==> src/hw/rtst_pkg.sv <==
package rtst_pkg;
    // ==================================================
    // Register offsets and reset values
    localparam logic [7:0] OFS_TIMER_LIMIT    = 8'h12;
    localparam logic [7:0] OFS_TIMER_COUNT    = 8'h13;
    localparam logic [7:0] OFS_SUBTIMER_LIMIT = 8'h14;
    localparam logic [7:0] RST_BYTE           = 8'h00;
    localparam logic [6:0] SUB_START          = 7'h01;
    localparam logic [7:0] MIN_LIMIT          = 8'h02;
    localparam logic [7:0] SUB_MAX            = 8'h7F;
    // ==================================================
    // Default sub-timer limits per rate
    localparam logic [7:0] DEF_SUB_4K   = 8'h29;
    localparam logic [7:0] DEF_SUB_100  = 8'h64;
    localparam logic [7:0] DEF_SUB_SEC  = 8'h3C;
    localparam logic [7:0] DEF_SUB_MIN  = 8'h3C;
    // ==================================================
    // Encodings of rate and function selects
    localparam logic [1:0] RATE_4K   = 2'h0;
    localparam logic [1:0] RATE_100  = 2'h1;
    localparam logic [1:0] RATE_SEC  = 2'h2;
    localparam logic [1:0] RATE_MIN  = 2'h3;
    localparam logic [1:0] FN_DOWN   = 2'h0;
    localparam logic [1:0] FN_ALARM  = 2'h1;
    localparam logic [1:0] FN_WDOG   = 2'h2;
    localparam logic [1:0] FN_PFAIL  = 2'h3;
    // ==================================================
    // Interrupt pulse timing
    localparam int CLK_KHZ    = 250000;
    localparam int PULSE_MS   = 210;
    localparam int PULSE_CYC  = PULSE_MS * CLK_KHZ;
    localparam int PULSE_W    = 26;
    // ==================================================
    // Timer states, Gray coded along idle, arm, run, done
    typedef enum logic [1:0] {
        RTST_IDLE = 2'b00,
        RTST_ARM  = 2'b01,
        RTST_RUN  = 2'b11,
        RTST_DONE = 2'b10
    } rtst_state_e;
endpackage : rtst_pkg

==> src/hw/rtst_timer.sv <==
`timescale 1ns/1ns
module rtst_timer #(
    parameter int unsigned PULSE_CYCLES = rtst_pkg::PULSE_CYC // Low pulse length in cycles
) (
    input  wire logic       clock,                 // 250 MHz clock
    input  wire logic       rst_n,                 // Synchronous reset, active low
    input  wire logic [7:0] reg_addr,              // Register address
    input  wire logic       reg_wr,                // Register write strobe
    input  wire logic [7:0] reg_wdata,             // Register write data
    input  wire logic       reg_rd,                // Register read strobe
    output logic      [7:0] reg_rdata,             // Registered read data
    input  wire logic [1:0] tick_rate_select,      // Tick rate select
    input  wire logic [1:0] count_function_select, // Counting function select
    input  wire logic       timer_run_enable,      // Timer run enable
    input  wire logic       pulse_mode_select,     // 1 pulse, 0 held low except watchdog, which always pulses
    input  wire logic       second_irq_enable,     // Interrupt pin enable
    input  wire logic       timer_flag_clear,      // Pulse: clear expired flag
    input  wire logic       alarm_match_flag,      // Alarm match status level
    input  wire logic       on_battery,            // Running from battery
    input  wire logic       rtc_running,           // Clock oscillator running
    input  wire logic       tick_4khz,             // 4kHz tick pulse
    input  wire logic       tick_100hz,            // 100Hz tick pulse
    input  wire logic       tick_1s,               // 1s tick pulse
    input  wire logic       tick_1min,             // 1min tick pulse
    output logic            timer_expired_flag,    // Sticky expired flag
    output logic            second_irq_n           // Interrupt pin, active low
);
    import rtst_pkg::*;

    // ==================================================
    // State record
    typedef struct packed {
        rtst_state_e         state;
        logic [7:0]          limit;     // Main counter start value counting down, end value counting up
        logic [7:0]          sublimit;  // Sub-timer end value, write only
        logic [7:0]          count;     // Main counter
        logic [6:0]          sub;       // Sub-timer, no register path
        logic                flag;
        logic                hold;      // Single-event low level held
        logic [PULSE_W-1:0]  pulse_cnt;
        logic                en_d;
        logic                alm_d;
        logic                irq_n;
        logic [7:0]          rdata;
    } rtst_regs_s;

    rtst_regs_s r_reg;
    rtst_regs_s r_next;

    logic       down;
    logic       periodic;
    logic       tick;
    logic       tick_ok;
    logic [7:0] sub_end;
    logic       ovf;
    logic       expire;
    logic       reload;
    logic [7:0] step_count;

    // ==================================================
    // Tick selection and gating
    always_comb begin
        down     = (count_function_select == FN_DOWN) ||
                   (count_function_select == FN_ALARM);
        periodic = pulse_mode_select || (count_function_select == FN_WDOG);
        case (tick_rate_select)
            RATE_4K: begin
                tick    = tick_4khz;
                sub_end = DEF_SUB_4K;
            end
            RATE_100: begin
                tick    = tick_100hz;
                sub_end = DEF_SUB_100;
            end
            RATE_SEC: begin
                tick    = tick_1s & rtc_running;
                sub_end = DEF_SUB_SEC;
            end
            default: begin
                tick    = tick_1min & rtc_running;
                sub_end = DEF_SUB_MIN;
            end
        endcase
        // Zero limit falls back to the rate default
        if (r_reg.sublimit != RST_BYTE) begin
            sub_end = r_reg.sublimit;
        end
        // Watchdog cannot run from the fastest rate; power-fail waits for battery
        tick_ok = tick
                  && !((count_function_select == FN_WDOG) && (tick_rate_select == RATE_4K))
                  && !((count_function_select == FN_PFAIL) && !on_battery);
    end

    // ==================================================
    // Counting step and expiry detection
    always_comb begin
        ovf        = (r_reg.state == RTST_RUN) && tick_ok && ({1'b0, r_reg.sub} >= sub_end);
        step_count = down ? r_reg.count - 8'h01 : r_reg.count + 8'h01;
        expire     = ovf && (down ? (step_count == RST_BYTE)
                                  : (step_count == r_reg.limit));
        reload     = timer_flag_clear && r_reg.flag && !expire &&
                     (r_reg.state != RTST_IDLE) && timer_run_enable;
    end

    // ==================================================
    // Next-state logic
    always_comb begin
        r_next       = r_reg;
        r_next.en_d  = timer_run_enable;
        r_next.alm_d = alarm_match_flag;
        // Register writes; the count register takes none
        if (reg_wr) begin
            if (reg_addr == OFS_TIMER_LIMIT) begin
                r_next.limit = reg_wdata;
            end else if (reg_addr == OFS_SUBTIMER_LIMIT) begin
                r_next.sublimit = reg_wdata;
            end
        end
        // Register reads; sub-timer limit always reads zero
        if (reg_rd) begin
            if (reg_addr == OFS_TIMER_LIMIT) begin
                r_next.rdata = r_reg.limit;
            end else if (reg_addr == OFS_TIMER_COUNT) begin
                r_next.rdata = r_reg.count;
            end else begin
                r_next.rdata = RST_BYTE;
            end
        end
        if (r_reg.pulse_cnt != '0) begin
            r_next.pulse_cnt = r_reg.pulse_cnt - 1'b1;
        end
        if (!timer_run_enable) begin
            // Stopped: clean counters, pin released, flag kept
            r_next.state     = RTST_IDLE;
            r_next.count     = RST_BYTE;
            r_next.sub       = SUB_START;
            r_next.hold      = 1'b0;
            r_next.pulse_cnt = '0;
        end else begin
            case (r_reg.state)
                RTST_IDLE: begin
                    // Only a fresh enable starts; a low limit needs re-enable
                    if (!r_reg.en_d && (r_reg.limit >= MIN_LIMIT)) begin
                        r_next.count = down ? r_reg.limit : 8'h01;
                        r_next.sub   = SUB_START;
                        r_next.state = (count_function_select == FN_ALARM) ?
                                       RTST_ARM : RTST_RUN;
                    end
                end
                RTST_ARM: begin
                    if (alarm_match_flag && !r_reg.alm_d) begin
                        r_next.state = RTST_RUN;
                    end
                end
                RTST_RUN: begin
                    if (ovf) begin
                        r_next.sub   = SUB_START;
                        r_next.count = step_count;
                    end else if (tick_ok) begin
                        r_next.sub = r_reg.sub + 7'h01;
                    end
                    if (expire) begin
                        if (periodic) begin
                            r_next.count     = down ? r_reg.limit : 8'h01;
                            r_next.pulse_cnt = PULSE_W'(PULSE_CYCLES);
                        end else begin
                            r_next.state = RTST_DONE;
                            r_next.hold  = 1'b1;
                        end
                    end
                end
                default: begin
                end
            endcase
            // Clearing the flag starts a fresh cycle
            if (reload) begin
                r_next.count = down ? r_reg.limit : 8'h01;
                r_next.sub   = SUB_START;
                r_next.state = RTST_RUN;
                r_next.hold  = 1'b0;
            end
        end
        // Expiry wins over a clear in the same cycle
        if (expire) begin
            r_next.flag = 1'b1;
        end else if (timer_flag_clear) begin
            r_next.flag = 1'b0;
        end
        r_next.irq_n = !(second_irq_enable &&
                         (r_next.hold || (r_next.pulse_cnt != '0)));
    end

    // ==================================================
    // State register
    always_ff @(posedge clock) begin
        if (!rst_n) begin
            r_reg           <= '0;
            r_reg.state     <= RTST_IDLE;
            r_reg.sub       <= SUB_START;
            r_reg.irq_n     <= 1'b1;
        end else begin
            r_reg <= r_next;
        end
    end

    assign reg_rdata          = r_reg.rdata;
    assign timer_expired_flag = r_reg.flag;
    assign second_irq_n       = r_reg.irq_n;

    logic [3:0] low_run;
    always_ff @(posedge clock) begin
        if (!rst_n || second_irq_n) begin
            low_run <= 4'h0;
        end else if (low_run != 4'hF) begin
            low_run <= low_run + 4'h1;
        end
    end
endmodule : rtst_timer

==> config.mk <==
export PLATFORM = sky130hd
export DESIGN_NAME = rtst_timer
export DESIGN_NICKNAME = d
export VERILOG_FILES = /design/src/hw/rtst_pkg.sv /design/src/hw/rtst_timer.sv
export SDC_FILE = /design/constraint.sdc
export NUM_CORES = 1
export LEC_CHECK = 0
export ABC_AREA = 1
export ABC_CLOCK_PERIOD_IN_PS = 4430
export BUFFER_PORTS_ARGS = -buffer_cell sky130_fd_sc_hd__buf_4
export CAP_MARGIN = 20
export CORE_ASPECT_RATIO = 0.75
export CORE_MARGIN = 10
export CORE_UTILIZATION = 25
export DETAILED_ROUTE_END_ITERATION = 16
export GPL_TIMING_DRIVEN = 0
export PLACE_DENSITY = 0.48
export SLEW_MARGIN = 20
export SYNTH_ARGS = -nofsm -noshare
export SYNTH_HDL_FRONTEND = slang
export SYNTH_SLANG_ARGS = --single-unit
==> constraint.sdc <==
create_clock -name clock -period 4.43 [get_ports clock]
set_input_delay 0.443 -clock clock [delete_from_list [all_inputs] [get_ports clock]]
set_output_delay 0.443 -clock clock [all_outputs]
set_load 0.01 [all_outputs]
==> run summary <==
Worst-Margin Slew = 0.541 ns
Classification of the worst setup path = reg2reg
Delay-heaviest family, CP = simple AND/OR/NAND/NOR gates
Die Span X = 182 µm
CP arrival = 3.97 ns
Register share of total power = 26.2%
Relative slew margins = 64.0%
Total number of vias = 4800
CTS resizes = 0
Worst-Skew Late Latency = 0.34 ns
Hold path start = alarm_match_flag
Layout cells sized above 1 = 13.6%
Clock share of power = 24.1%
Max-slew violation count = 0
TritonCTS Buffers = 9
Critical path, cell by cell = or4_1 > nor4_1 > inv_1 > nor2_1 > a21oi_1 > ha_1 > nand2_1 > nor2_1 > nand4_1 > nand3_1 > nand2_2 > buf_2 > inv_2 > nand4_1 > o21ai_1 > nand3_1 > nor2_1 > nand2_1 > o21bai_2
Detail-routed via count per cell = 4.57
First-pass GRT wire length = 24000 µm
Post-Route WL = 14400 µm
Worst Hold End = r_reg[9]
Final Hold Viols = 0
GR Overflow Total = 0
Area Growth Syn to Fin = 19.1%
Worst Path Required = 4.70 ns
DRT Pass-1 Iters = 5
R2R setup slack = 0.74 ns
Critical R2R Launch = r_reg[56]
Final nets = 845
Slowest stage delay, CP = 0.51 ns
CTS H-Tree Depth = 3
Largest net degree at the start of global routing = 16
CTS tree = built
WHS Path Cells = 3
Hold WC Path Type = in2reg
DPL Wire Length = 11800 µm
Tcrit/Tclk final = 83.4%
Synth warnings = 0
Die area = 25700 µm²
Mapped Cells = 738
Fin crit period = 3.69 ns
Count of final setup violators = 0
Port Buffers = 43
Core ar. = 19300 µm²
Sequential element share of the synthesized area = 29.4%
Int Pwr = 0.00172 W
Max Cap Viol = 0
R2R depth = 19
Diode count = 0
# DRC = 0
Final worst slack = 0.737 ns
Leak = 2.73 nW
Vias in the first global route = 4498
Largest register FFs = 62
Post-synthesis cell area = 4910 µm²
Yosys reg bits = 72
CP Capture Type = flop
Most common cell on crit path = nor2_1
Mean area per synthesized cell = 6.65 µm²
Postcts setup bufs = 0
RSZ-0062 raised after global routing = no
Initial Utilization = 25.4%
Total negative slack = 0 ns
GRT Overall Usage = 11.4%
Initial antenna violation count = 0
Unique cell type count in the Yosys netlist = 47
Clock buffer depth = 2
Worst Setup Start Kind = flop
Clock root buffer = clkbuf_16
Critical path peak fanout = 10
Critical Path Slowest Stage Cell = or4_1
Switching pwr = 0.00136 W
PwrDens = 526 nW/µm²
Outcome = complete, no violations
Comb pwr share = 49.7%
Ports = 45
Reg-to-Reg End = second_irq_n
Crit path buffers/inverters = 3
Switching part of the total = 44.1%
Remaining antenna violation count after routing = 0
GPL Wtd Cong = 0.847
DR iter-0 viols = 317
Post-synth net total = 791
Skew final = 0.00785 ns
Max IR drop VDD = 0.232 mV
CTS hold repair buffers = 0
CTS sink cnt = 72
WL per Instance = 13.8 µm
Clk pin slew, worst setup/hold paths = 0.06 ns
Achievable Freq = 271 MHz
Row cnt = 44
Pre-CTS WS = 0.783 ns
Die Y = 141 µm
==> layer usage <==
metal | up-vias | GRT usage [%] | wire length, µm
met5 | - | 0 | 0
met4 | 0 | 3.20 | 153
met3 | 13 | 2.72 | 779
met2 | 118 | 15.0 | 5420
met1 | 2130 | 17.5 | 8090
li1 | 2539 | - | -
==> worst max-delay path by stage <==
stage                         start            to  slack [ns]  cells past startpoint
after global routing      r_reg[56]  second_irq_n        0.27                     19
after CTS                 r_reg[56]  second_irq_n        0.74                     19
final                     r_reg[56]  second_irq_n        0.74                     19
after global placement    r_reg[56]  second_irq_n        0.72                     19
after detailed placement  r_reg[56]  second_irq_n        0.78                     19
after floorplan           r_reg[56]  second_irq_n        1.34                     19
==> cells by family after synthesis <==
kind of cell               Yosys count  share of synthesized area [%]
adders and majority gates           18                           4.74
AOI/OAI and AO/OA                  108                           13.6
buffers and inverters              115                           10.5
xor gates and xnor gates            24                           4.28
DFF                                 72                           29.4
and+or+nand+nor                    401                           37.5
==> Yosys cell counts, drive strengths merged <==
master / instances / area [µm²]
nand2: 166 / 694
nor2: 119 / 485
inv: 92 / 350
dfxtp: 72 / 1440
nand3: 61 / 323
a21oi: 42 / 233
o21ai: 37 / 185
nor3: 21 / 105
xor2: 18 / 158
ha: 17 / 213
nand4: 14 / 87.6
o211ai: 14 / 110
buf: 13 / 110
nor4: 11 / 68.8
clkbuf: 8 / 50.1
o221ai: 8 / 70.1
xnor2: 6 / 52.6
nand3b: 4 / 42.5
a22oi: 2 / 15.0
a31oi: 2 / 27.5
clkinv: 2 / 7.51
or2: 2 / 12.5
a41oi: 1 / 8.76
and3: 1 / 6.26
fa: 1 / 20.0
nor3b: 1 / 7.51
o21bai: 1 / 11.3
o31ai: 1 / 7.51
or4: 1 / 7.51
==> layout by cell type, fill, tap and decap left out, types with 2 or more instances in the layout <==
cell / count
nand2_1: 153
nor2_1: 113
inv_1: 85
dfxtp_1: 72
nand3_1: 59
buf_4: 51
a21oi_1: 40
o21ai_0: 35
nor3_1: 21
xor2_1: 18
ha_1: 17
nand4_1: 14
o211ai_1: 13
nor4_1: 11
clkbuf_16: 9
clkbuf_1: 8
o221ai_1: 8
nand2_2: 7
inv_2: 6
xnor2_1: 6
nand2_4: 5
buf_6: 4
clkbuf_8: 4
nand3b_1: 3
nor2_2: 3
a22oi_1: 2
nor2_4: 2
a21oi_4: 2
clkinv_1: 2
or2_2: 2
o21ai_1: 2
clkinv_2: 2
==> worst register-to-register path: stages, from the launching register on <==
cell and delay (ns):
dfxtp_1 0.32, or4_1 0.51, nor4_1 0.28, inv_1 0.10, nor2_1 0.24, a21oi_1 0.12, ha_1 0.28, nand2_1 0.06
nor2_1 0.16, nand4_1 0.11, nand3_1 0.24, nand2_2 0.14, buf_2 0.21, inv_2 0.14, nand4_1 0.19, o21ai_1 0.15
nand3_1 0.09, nor2_1 0.10, nand2_1 0.08, o21bai_2 0.11
==> final cells by class <==
class	instances	area [µm²]
buffer	21	160
clock buffer	13	260
clock inverter	3	40.0
fill	2164	13500
inverter	94	358
multi-input combinational	551	2950
sequential	72	1440
tap	253	317
timing repair buffer	43	323
==> power by group through the flow <==
stage	Clock (W)	Combinational [W]	Sequential, W
after floorplan	0	0.00114	0.000790
after global placement	0	0.00152	0.000822
after detailed placement	0	0.00150	0.000817
after CTS	0.000767	0.00151	0.000805
after global routing	0.000793	0.00175	0.000815
final	0.000742	0.00153	0.000807
==> metrics by stage <==
stage / util, % / cells / total power, W / area [µm²] / hold slack, ns
2_1_floorplan: - / 738 / 0.00193 / 4910 / 0.432
5_1_grt: 30.3 / 1050 / 0.00335 / 5850 / 0.284
4_1_cts: 30.3 / 1050 / 0.00309 / 5850 / 0.280
3_5_place_dp: 28.7 / 1034 / 0.00232 / 5550 / 0.449
6_report: 30.3 / 1050 / 0.00308 / 5850 / 0.291
3_3_place_gp: 28.7 / 1034 / 0.00235 / 5550 / 0.443
Power figures use the tool's default switching activity.
